**src/dcs_pkg.sv**
```systemverilog
package dcs_pkg;
   // register byte addresses (printed offsets 0x00, 0x01 are indices)
   localparam logic [3:0] DCS_IDX_PRIMARY = 4'h0;
   localparam logic [3:0] DCS_IDX_SECONDARY = 4'h1;
   localparam logic [3:0] DCS_IDX_SYNC = 4'h2;
   localparam logic [5:0] DCS_ADDR_PRIMARY = {DCS_IDX_PRIMARY, 2'b00};
   localparam logic [5:0] DCS_ADDR_SECONDARY = {DCS_IDX_SECONDARY, 2'b00};
   localparam logic [5:0] DCS_ADDR_SYNC = {DCS_IDX_SYNC, 2'b00};
   // primary_control fields
   localparam int DCS_BIT_SOFT_RESET = 0;
   localparam int DCS_BIT_ENABLE = 1;
   localparam int DCS_BIT_STANDBY_RUN = 6;
   localparam logic [7:0] DCS_PRIMARY_MASK = 8'h43;
   // sync_pending_flags fields
   localparam int DCS_SYNC_SOFT_RESET = 0;
   localparam int DCS_SYNC_ENABLE = 1;
   // reset values
   localparam logic [7:0] DCS_PRIMARY_RESET = 8'h00;
   localparam logic [7:0] DCS_SECONDARY_RESET = 8'h00;
   // converter-side handshake length in cycles
   localparam logic [2:0] DCS_SYNC_CYCLES = 3'h4;
   localparam logic [1:0] DCS_RESP_OKAY = 2'h0;
   localparam logic [1:0] DCS_RESP_SLVERR = 2'h2;
endpackage

```
**src/dcs_sync_chan.sv**
```systemverilog
module dcs_sync_chan
   import dcs_pkg::*;
(
   input wire logic mclk,
   input wire logic rst,
   input wire logic start,
   output logic busy,
   output logic done
);
   // request toggles out, delayed ack returns through two flops
   logic req;
   logic [2:0] cnt;
   logic ack_src;
   logic ack_s1;
   logic ack_s2;
   logic ack_seen;

   always_ff @(posedge mclk or posedge rst)
   begin
      if (rst)
         req <= 1'b0;
      else if (start && !busy)
         req <= ~req;
   end

   always_ff @(posedge mclk or posedge rst)
   begin
      if (rst)
      begin
         cnt <= 3'h0;
         ack_src <= 1'b0;
      end
      else if (req != ack_src)
      begin
         if (cnt == DCS_SYNC_CYCLES - 3'h1)
         begin
            cnt <= 3'h0;
            ack_src <= req;
         end
         else
            cnt <= cnt + 3'h1;
      end
   end

   always_ff @(posedge mclk or posedge rst)
   begin
      if (rst)
      begin
         ack_s1 <= 1'b0;
         ack_s2 <= 1'b0;
         ack_seen <= 1'b0;
      end
      else
      begin
         ack_s1 <= ack_src;
         ack_s2 <= ack_s1;
         ack_seen <= ack_s2;
      end
   end

   assign busy = (req != ack_seen);
   assign done = (ack_s2 != ack_seen);
endmodule

```
**src/dcs_axil_if.sv**
```systemverilog
module dcs_axil_if
   import dcs_pkg::*;
(
   input wire logic mclk,
   input wire logic rst,
   input wire logic [5:0] s_axi_awaddr,
   input wire logic s_axi_awvalid,
   output logic s_axi_awready,
   input wire logic [31:0] s_axi_wdata,
   input wire logic [3:0] s_axi_wstrb,
   input wire logic s_axi_wvalid,
   output logic s_axi_wready,
   output logic [1:0] s_axi_bresp,
   output logic s_axi_bvalid,
   input wire logic s_axi_bready,
   input wire logic [5:0] s_axi_araddr,
   input wire logic s_axi_arvalid,
   output logic s_axi_arready,
   output logic [31:0] s_axi_rdata,
   output logic [1:0] s_axi_rresp,
   output logic s_axi_rvalid,
   input wire logic s_axi_rready,
   output logic wr_stb,
   output logic [5:0] wr_addr,
   output logic [7:0] wr_data,
   input wire logic wr_ok,
   output logic [5:0] rd_addr,
   input wire logic [7:0] rd_data,
   input wire logic rd_ok
);
   logic aw_held;
   logic w_held;
   logic [7:0] w_byte;
   logic w_lane0;

   assign s_axi_awready = !aw_held && !s_axi_bvalid;
   assign s_axi_wready = !w_held && !s_axi_bvalid;
   assign wr_stb = aw_held && w_held && w_lane0 && !s_axi_bvalid;
   assign wr_data = w_byte;
   assign s_axi_arready = !s_axi_rvalid;
   assign rd_addr = s_axi_araddr;

   always_ff @(posedge mclk or posedge rst)
   begin
      if (rst)
      begin
         aw_held <= 1'b0;
         w_held <= 1'b0;
         wr_addr <= 6'h00;
         w_byte <= 8'h00;
         w_lane0 <= 1'b0;
         s_axi_bvalid <= 1'b0;
         s_axi_bresp <= DCS_RESP_OKAY;
      end
      else
      begin
         if (s_axi_awvalid && s_axi_awready)
         begin
            aw_held <= 1'b1;
            wr_addr <= s_axi_awaddr;
         end
         if (s_axi_wvalid && s_axi_wready)
         begin
            w_held <= 1'b1;
            w_byte <= s_axi_wdata[7:0];
            w_lane0 <= s_axi_wstrb[0];
         end
         if (aw_held && w_held && !s_axi_bvalid)
         begin
            aw_held <= 1'b0;
            w_held <= 1'b0;
            s_axi_bvalid <= 1'b1;
            s_axi_bresp <= wr_ok ? DCS_RESP_OKAY : DCS_RESP_SLVERR;
         end
         else if (s_axi_bvalid && s_axi_bready)
            s_axi_bvalid <= 1'b0;
      end
   end

   always_ff @(posedge mclk or posedge rst)
   begin
      if (rst)
      begin
         s_axi_rvalid <= 1'b0;
         s_axi_rdata <= 32'h0000_0000;
         s_axi_rresp <= DCS_RESP_OKAY;
      end
      else if (s_axi_arvalid && s_axi_arready)
      begin
         s_axi_rvalid <= 1'b1;
         s_axi_rdata <= {24'h00_0000, rd_ok ? rd_data : 8'h00};
         s_axi_rresp <= rd_ok ? DCS_RESP_OKAY : DCS_RESP_SLVERR;
      end
      else if (s_axi_rready)
         s_axi_rvalid <= 1'b0;
   end
endmodule

```
**src/dcs_top.sv**
```systemverilog
// Function
// - standby_run 0 turns output buffer off in standby; 1 lets it stay on
// - standby_run write takes effect at once, no busy flag
// - enable bit reads back the written value immediately
// - enable write sets enable busy flag; cleared when operation completes (here only a write that changes enable sets it)
// - enable read 1 means enabled or enabling, 0 disabled or disabling
// - writing 0 to soft_reset_request does nothing
// - writing 1 to soft_reset_request resets all registers, converter disabled
// - a write with soft_reset_request set discards its other fields
// - reset bit and reset busy flag read 1 until reset completes
//
// Our own choice: the AXI4-Lite register port.
module dcs_top
   import dcs_pkg::*;
(
   input wire logic mclk,
   input wire logic rst,
   input wire logic [5:0] s_axi_awaddr,
   input wire logic s_axi_awvalid,
   output logic s_axi_awready,
   input wire logic [31:0] s_axi_wdata,
   input wire logic [3:0] s_axi_wstrb,
   input wire logic s_axi_wvalid,
   output logic s_axi_wready,
   output logic [1:0] s_axi_bresp,
   output logic s_axi_bvalid,
   input wire logic s_axi_bready,
   input wire logic [5:0] s_axi_araddr,
   input wire logic s_axi_arvalid,
   output logic s_axi_arready,
   output logic [31:0] s_axi_rdata,
   output logic [1:0] s_axi_rresp,
   output logic s_axi_rvalid,
   input wire logic s_axi_rready,
   input wire logic standby,
   output logic converter_enabled,
   output logic buffer_on,
   output logic [7:0] secondary_control
);
   logic wr_stb;
   logic [5:0] wr_addr;
   logic [7:0] wr_data;
   logic wr_ok;
   logic [5:0] rd_addr;
   logic [7:0] rd_data;
   logic rd_ok;
   logic standby_s1;
   logic standby_s2;
   logic standby_run;
   logic enable;
   logic soft_reset_request;
   logic en_start;
   logic en_busy;
   logic en_done;
   logic rs_start;
   logic rs_busy;
   logic rs_done;
   logic en_target;

   function automatic logic addr_known(input logic [5:0] a);
      addr_known = (a == DCS_ADDR_PRIMARY) || (a == DCS_ADDR_SECONDARY)
         || (a == DCS_ADDR_SYNC);
   endfunction

   dcs_axil_if u_bus (
      .mclk(mclk),
      .rst(rst),
      .s_axi_awaddr(s_axi_awaddr),
      .s_axi_awvalid(s_axi_awvalid),
      .s_axi_awready(s_axi_awready),
      .s_axi_wdata(s_axi_wdata),
      .s_axi_wstrb(s_axi_wstrb),
      .s_axi_wvalid(s_axi_wvalid),
      .s_axi_wready(s_axi_wready),
      .s_axi_bresp(s_axi_bresp),
      .s_axi_bvalid(s_axi_bvalid),
      .s_axi_bready(s_axi_bready),
      .s_axi_araddr(s_axi_araddr),
      .s_axi_arvalid(s_axi_arvalid),
      .s_axi_arready(s_axi_arready),
      .s_axi_rdata(s_axi_rdata),
      .s_axi_rresp(s_axi_rresp),
      .s_axi_rvalid(s_axi_rvalid),
      .s_axi_rready(s_axi_rready),
      .wr_stb(wr_stb),
      .wr_addr(wr_addr),
      .wr_data(wr_data),
      .wr_ok(wr_ok),
      .rd_addr(rd_addr),
      .rd_data(rd_data),
      .rd_ok(rd_ok)
   );

   assign wr_ok = addr_known(wr_addr);
   assign rd_ok = addr_known(rd_addr);

   // writes to control are ignored while a soft reset is pending
   logic prim_wr;
   logic sec_wr;
   logic new_reset;
   assign prim_wr = wr_stb && (wr_addr == DCS_ADDR_PRIMARY) && !soft_reset_request;
   assign sec_wr = wr_stb && (wr_addr == DCS_ADDR_SECONDARY) && !soft_reset_request;
   assign new_reset = prim_wr && wr_data[DCS_BIT_SOFT_RESET];

   always_ff @(posedge mclk or posedge rst)
   begin
      if (rst)
      begin
         standby_s1 <= 1'b0;
         standby_s2 <= 1'b0;
      end
      else
      begin
         standby_s1 <= standby;
         standby_s2 <= standby_s1;
      end
   end

   // standby_run and secondary apply directly
   always_ff @(posedge mclk or posedge rst)
   begin
      if (rst)
      begin
         standby_run <= DCS_PRIMARY_RESET[DCS_BIT_STANDBY_RUN];
         secondary_control <= DCS_SECONDARY_RESET;
      end
      else if (rs_done)
      begin
         standby_run <= DCS_PRIMARY_RESET[DCS_BIT_STANDBY_RUN];
         secondary_control <= DCS_SECONDARY_RESET;
      end
      else
      begin
         if (prim_wr && !new_reset)
            standby_run <= wr_data[DCS_BIT_STANDBY_RUN];
         if (sec_wr)
            secondary_control <= wr_data;
      end
   end

   // enable reads back at once; hardware side follows later
   always_ff @(posedge mclk or posedge rst)
   begin
      if (rst)
         enable <= 1'b0;
      else if (new_reset || rs_done)
         enable <= 1'b0;
      else if (prim_wr)
         enable <= wr_data[DCS_BIT_ENABLE];
   end

   always_ff @(posedge mclk or posedge rst)
   begin
      if (rst)
         soft_reset_request <= 1'b0;
      else if (new_reset)
         soft_reset_request <= 1'b1;
      else if (rs_done)
         soft_reset_request <= 1'b0;
   end

   // only a change of enable launches handshake; changes during busy relaunch after
   logic en_pend;
   always_ff @(posedge mclk or posedge rst)
   begin
      if (rst)
         en_pend <= 1'b0;
      else if (new_reset)
         en_pend <= 1'b0;
      else if (prim_wr && (wr_data[DCS_BIT_ENABLE] != enable))
         en_pend <= 1'b1;
      else if (en_start && !en_busy)
         en_pend <= 1'b0;
   end
   assign en_start = en_pend;

   always_ff @(posedge mclk or posedge rst)
   begin
      if (rst)
         en_target <= 1'b0;
      else if (en_start && !en_busy)
         en_target <= enable;
   end

   always_ff @(posedge mclk or posedge rst)
   begin
      if (rst)
         converter_enabled <= 1'b0;
      else if (rs_done)
         converter_enabled <= 1'b0;
      else if (en_done)
         converter_enabled <= en_target;
   end

   assign rs_start = new_reset;

   dcs_sync_chan u_en_sync (
      .mclk(mclk),
      .rst(rst),
      .start(en_start),
      .busy(en_busy),
      .done(en_done)
   );

   dcs_sync_chan u_rs_sync (
      .mclk(mclk),
      .rst(rst),
      .start(rs_start),
      .busy(rs_busy),
      .done(rs_done)
   );

   // output buffer follows converter and standby policy
   always_ff @(posedge mclk or posedge rst)
   begin
      if (rst)
         buffer_on <= 1'b0;
      else
         buffer_on <= converter_enabled && (!standby_s2 || standby_run);
   end

   always_comb
   begin
      rd_data = 8'h00;
      case (rd_addr)
         DCS_ADDR_PRIMARY:
         begin
            rd_data[DCS_BIT_STANDBY_RUN] = standby_run;
            rd_data[DCS_BIT_ENABLE] = enable;
            rd_data[DCS_BIT_SOFT_RESET] = soft_reset_request;
         end
         DCS_ADDR_SECONDARY: rd_data = secondary_control;
         DCS_ADDR_SYNC:
         begin
            rd_data[DCS_SYNC_ENABLE] = en_busy || en_pend;
            rd_data[DCS_SYNC_SOFT_RESET] = soft_reset_request;
         end
         default: rd_data = 8'h00;
      endcase
   end

   property p_reset_blocks_enable;
      @(posedge mclk) disable iff (rst)
      new_reset |=> !enable;
   endproperty
   a_reset_blocks_enable: assert property (p_reset_blocks_enable)
      else $error("enable survived soft reset");
   property p_std_direct;
      @(posedge mclk) disable iff (rst)
      (prim_wr && !new_reset && !rs_done) |=> standby_run == $past(wr_data[DCS_BIT_STANDBY_RUN]);
   endproperty
   a_std_direct: assert property (p_std_direct) else $error("standby_run late");
   property p_en_readback;
      @(posedge mclk) disable iff (rst)
      (prim_wr && !new_reset && !rs_done) |=> enable == $past(wr_data[DCS_BIT_ENABLE]);
   endproperty
   a_en_readback: assert property (p_en_readback) else $error("enable readback wrong");
   property p_en_busy;
      @(posedge mclk) disable iff (rst)
      prim_wr && !new_reset && (wr_data[DCS_BIT_ENABLE] != enable) |=> (en_pend || en_busy);
   endproperty
   a_en_busy: assert property (p_en_busy) else $error("enable busy not set");
   property p_en_done_bound;
      @(posedge mclk) disable iff (rst)
      $rose(en_busy) |-> ##[1:12] !en_busy;
   endproperty
   a_en_done_bound: assert property (p_en_done_bound) else $error("enable sync hung");
   property p_rs_hold;
      @(posedge mclk) disable iff (rst)
      new_reset |=> soft_reset_request [*4];
   endproperty
   a_rs_hold: assert property (p_rs_hold) else $error("reset bit dropped early");
   property p_rs_done;
      @(posedge mclk) disable iff (rst)
      new_reset |-> ##[2:12] rs_done ##1 (!soft_reset_request && !enable && !standby_run);
   endproperty
   a_rs_done: assert property (p_rs_done) else $error("soft reset incomplete");
   property p_zero_noop;
      @(posedge mclk) disable iff (rst)
      (prim_wr && !wr_data[DCS_BIT_SOFT_RESET] && !soft_reset_request) |=> !soft_reset_request;
   endproperty
   a_zero_noop: assert property (p_zero_noop) else $error("zero write started reset");
   property p_buf;
      @(posedge mclk) disable iff (rst)
      (standby_s2 && !standby_run) |=> !buffer_on;
   endproperty
   a_buf: assert property (p_buf) else $error("buffer on in standby");
   property p_state;
      @(posedge mclk) disable iff (rst)
      en_done |=> converter_enabled == $past(en_target) || $past(rs_done);
   endproperty
   a_state: assert property (p_state) else $error("converter state mismatch");
   property p_rs_flag;
      @(posedge mclk) disable iff (rst)
      soft_reset_request == rs_busy;
   endproperty
   a_rs_flag: assert property (p_rs_flag) else $error("reset bit and busy differ");
   property p_rs_bound;
      @(posedge mclk) disable iff (rst)
      $rose(rs_busy) |-> ##[1:12] !rs_busy;
   endproperty
   a_rs_bound: assert property (p_rs_bound) else $error("reset sync hung");
   c_enable: cover property (@(posedge mclk) $rose(converter_enabled));
   c_reset: cover property (@(posedge mclk) rs_done);
   c_standby: cover property (@(posedge mclk) standby_s2 && buffer_on);
   c_buf_off: cover property (@(posedge mclk) standby_s2 && converter_enabled && !buffer_on);
endmodule

```
**config.mk**
```make
export PLATFORM = sky130hd
export DESIGN_NAME = dcs_top
export DESIGN_NICKNAME = d
export VERILOG_FILES = /design/src/dcs_pkg.sv /design/src/dcs_sync_chan.sv /design/src/dcs_axil_if.sv /design/src/dcs_top.sv
export SDC_FILE = /design/constraint.sdc
export NUM_CORES = 1
export LEC_CHECK = 0
export BUFFER_PORTS_ARGS = -buffer_cell sky130_fd_sc_hd__buf_4
export CAP_MARGIN = 20
export CORE_ASPECT_RATIO = 0.8
export CORE_MARGIN = 3
export CORE_UTILIZATION = 25
export DETAILED_ROUTE_END_ITERATION = 8
export GPL_ROUTABILITY_DRIVEN = 0
export SLEW_MARGIN = 30
export SYNTH_ARGS = -nofsm -noshare
export SYNTH_HDL_FRONTEND = slang
export SYNTH_SLANG_ARGS = --single-unit
export TNS_END_PERCENT = 5
```
**constraint.sdc**
```tcl
create_clock -name mclk -period 2.41 [get_ports mclk]
set_input_delay 0 -clock mclk [delete_from_list [all_inputs] [get_ports mclk]]
set_output_delay 0 -clock mclk [all_outputs]
set_load 0.03 [all_outputs]
```
==> run summary <==
• status: finished clean
• leftover overflow at the end of global routing: 0
• Peak Freq: 0.493 GHz
• Overall Global Routing Usage: 0.0930
• Slew HR: 0.483
• biggest fanout along the worst timing path: 16
• CTS tree: done
• number of flip-flops and latches in the synthesized netlist: 62
• count of TritonRoute iterations in the first routing pass: 4
• depth of the CTS H-tree: 3
• routed wire length: 5.32 mm
• floorplan row count: 33
• library cell occupying the most area in the post-synthesis netlist: dfrtp_1
• maximum number of pins on one net before global-route repair: 63
• Worst Slack Setup Final: 0.383 ns
• largest stage delay on the critical path: 0.57 ns
• clock skew: 0.00716 ns
• Die X-Extent: 123 um
• commonest non-fill, non-tap cell in the layout: dfrtp_1
• height of the die: 99.8 um
• count of unique library cells instantiated by Yosys: 37
• final worst path period share: 0.841
• post-placement cell area: 0.00320 mm^2
• fin crit period: 2.03 ns
• start point of the critical path: u_bus.wr_addr[4]
• number of cells in the finished layout apart from fillers: 468
• Critical-path top delay cell: or4_1
• cells taking the most area after synthesis: dfrtp_1 (56%), buf_4 (7.1%), mux2_2 (7.0%)
• die outline area: 0.0123 mm^2
• area of the placeable core: 0.0105 mm^2
• total negative slack: 0 ns
• CTS Root Cell: clkbuf_16
• r2r startpoint: u_bus.wr_addr[4]
• initial antenna violation count: 0
• layout overhead on the synthesized area: 34.3%
• Reg clk slew, reported paths: 0.06 ns
• syn_area_per_cell: 11.4 um^2
• CTS max path bufs: 2
• post-detail-place hpwl: 3.89 mm
• commonest non-fill, non-tap cells in the layout: dfrtp_1 (62), buf_4 (57), nand2_1 (33)
• final setup vio count: 0
• worst hold path startpoint: s_axi_araddr[2]
• instance count after placement with tap cells included: 432
• ordered list of cells on the worst path: or4_4 > or4_1 > buf_4 > nand3_1 > o21ai_2
• post-route cell area: 0.00369 mm^2
• sequential share of the synthesized area: 0.565
• global-route wire length before repair: 8.83 mm
• worst endpoint required time: 2.62 ns
• port buffer count: 53
• Antenna Violating Nets Remaining: 0
• top-level I/O count: 107
• final standard cell utilization of the core: 0.352
• pwr dens: 1120 mW/mm^2
• slew of the pin with the lowest slew margin: 0.775 ns
• startpoint class of the critical path: register
• post-layout net count: 381
• Post-Syn Area: 0.00275 mm^2
• critical path start-end classification: reg2reg
• worst slack, placed: 0.378 ns
• antenna fix cells: 0
• Via density: 3.98
• unrepaired setup endpoints after global routing: false
• clock insertion delay at the later pin of the skew report: 0.33 ns
• number of warnings printed during yosys synthesis: 0
• proportion of layout cells with a drive suffix above 1: 0.314
• number of vias after detailed routing: 1,864
• synthesized instance count: 242
• clk sinks: 62
• crit path DAT: 2.24 ns
• fraction of post-synthesis cell area in the top cell type by area: 0.565
• drc violations: 0
• final-report max-slew violation count: 0
• Static Leakage: 1.76 nW
• initial detailed-routing violation count: 80
• count of max-cap constraint violations: 0
• routed len/inst: 11.4 um
• Num CTS Buffers: 9
• postcts setup bufs: 0
• number of failing hold endpoints at the final stage: 0
• effective utilization at floorplan: 0.262
• number of global-route vias before repair: 1,856
• Min-Delay Path Class: in2reg
• maximum resistive drop on vdd: 0.559 mV
• Worst setup EP type: register
• fill count: 1,058
-- cell usage after synthesis, drive strengths merged --
| cell type | number |
|---|---|
| xnor2 | 4 |
| o21a | 2 |
| o211ai | 1 |
| o41ai | 1 |
| mux2 | 17 |
| o22ai | 1 |
| nand3b | 3 |
| nor2 | 5 |
| nand3 | 11 |
| inv | 10 |
| a22o | 1 |
| buf | 28 |
| a21boi | 3 |
| o31ai | 2 |
| ha | 2 |
| nand2b | 3 |
| a21oi | 4 |
| nor4 | 1 |
| nor2b | 4 |
| and2 | 1 |
| clkbuf | 4 |
| o21ai | 24 |
| dfrtp | 62 |
| o311ai | 1 |
| xor2 | 4 |
| nor3b | 1 |
| nand2 | 33 |
| or2 | 1 |
| conb | 1 |
| mux2i | 3 |
| or4 | 4 |
-- power by group --
group          switching [W]  leakage (nW)  internal, W
clock               0.000445         0.138     0.000748
sequential          0.000281         0.808      0.00138
combinational       0.000723         0.810     0.000559
-- cell families after synthesis --
kind of cell               count (synthesis)  share of synthesized area
buffers and inverters                     42                      0.102
muxes                                     20                     0.0806
xor gates and xnor gates                   8                     0.0255
AOI/OAI and AO/OA                         40                     0.0956
DFF                                       62                      0.565
and+or+nand+nor                           67                      0.122
other                                      1                    0.00136
adders and majority gates                  2                    0.00911
-- worst max-delay path: cells and delay by family (launching register included) --
kind,cells,cell delay (ns)
flops,1,0.37
buf+inv,1,0.23
simple gates,3,1.24
compound gates,1,0.06
-- flip-flops by register name, summed over array words and instances, names as in the netlist, 3 cells and up --
name,count
u_rs_sync.cnt,3
u_bus.wr_addr,6
u_en_sync.cnt,3
u_bus.wr_data,8
u_bus.s_axi_rdata,8
secondary_control,8
-- worst paths after layout --
path | end | slack, ns | depth (start not counted)
hold reg to reg | standby_s2 | 0.35 | 0
min in group asynchronous | u_bus.wr_addr[1] | 0.45 | 4
setup / recovery | secondary_control[2] | 0.38 | 5
max in group asynchronous | u_bus.wr_data[7] | 1.44 | 4
setup reg to reg | secondary_control[2] | 0.38 | 5
hold / removal | u_bus.s_axi_rresp[1] | 0.03 | 3
-- repair_timing --
item                      4_1_cts  5_1_grt
hold endpoints to repair       81        0
hold buffers                   20        0
gates resized for setup         0        0
-- cell type report --
| cell class | count | area [um^2] | share of cell area |
|---|---|---|---|
| Timing Repair Buffer | 77 | 628 | 0.170 |
| Sequential cell | 62 | 1550 | 0.420 |
| Tap cell | 140 | 175 | 0.0475 |
| Inverter | 10 | 37.5 | 0.0102 |
| Clock buffer | 11 | 253 | 0.0685 |
| Multi-Input combinational cell | 163 | 1010 | 0.274 |
| Clock inverter | 5 | 33.8 | 0.00916 |
-- per-layer routing --
metal	part of all wire	routed length [um]	track usage
met1	0.47	2510	0.121
met2	0.44	2330	0.135
met3	0.079	421	0.0455
met4	0.011	60	0.0306
met5	0	0	0
-- metrics by stage --
stage | total power (W) | hold slack [ns]
4_1_cts | 0.00419 | 0.0184
5_1_grt | 0.00441 | 0.0679
3_5_place_dp | 0.00294 | 0.112
2_1_floorplan | 0.00256 | 0.0314
6_report | 0.00413 | 0.0321
3_3_place_gp | 0.00290 | 0.111
No activity file was read; power rests on OpenSTA's default activity.
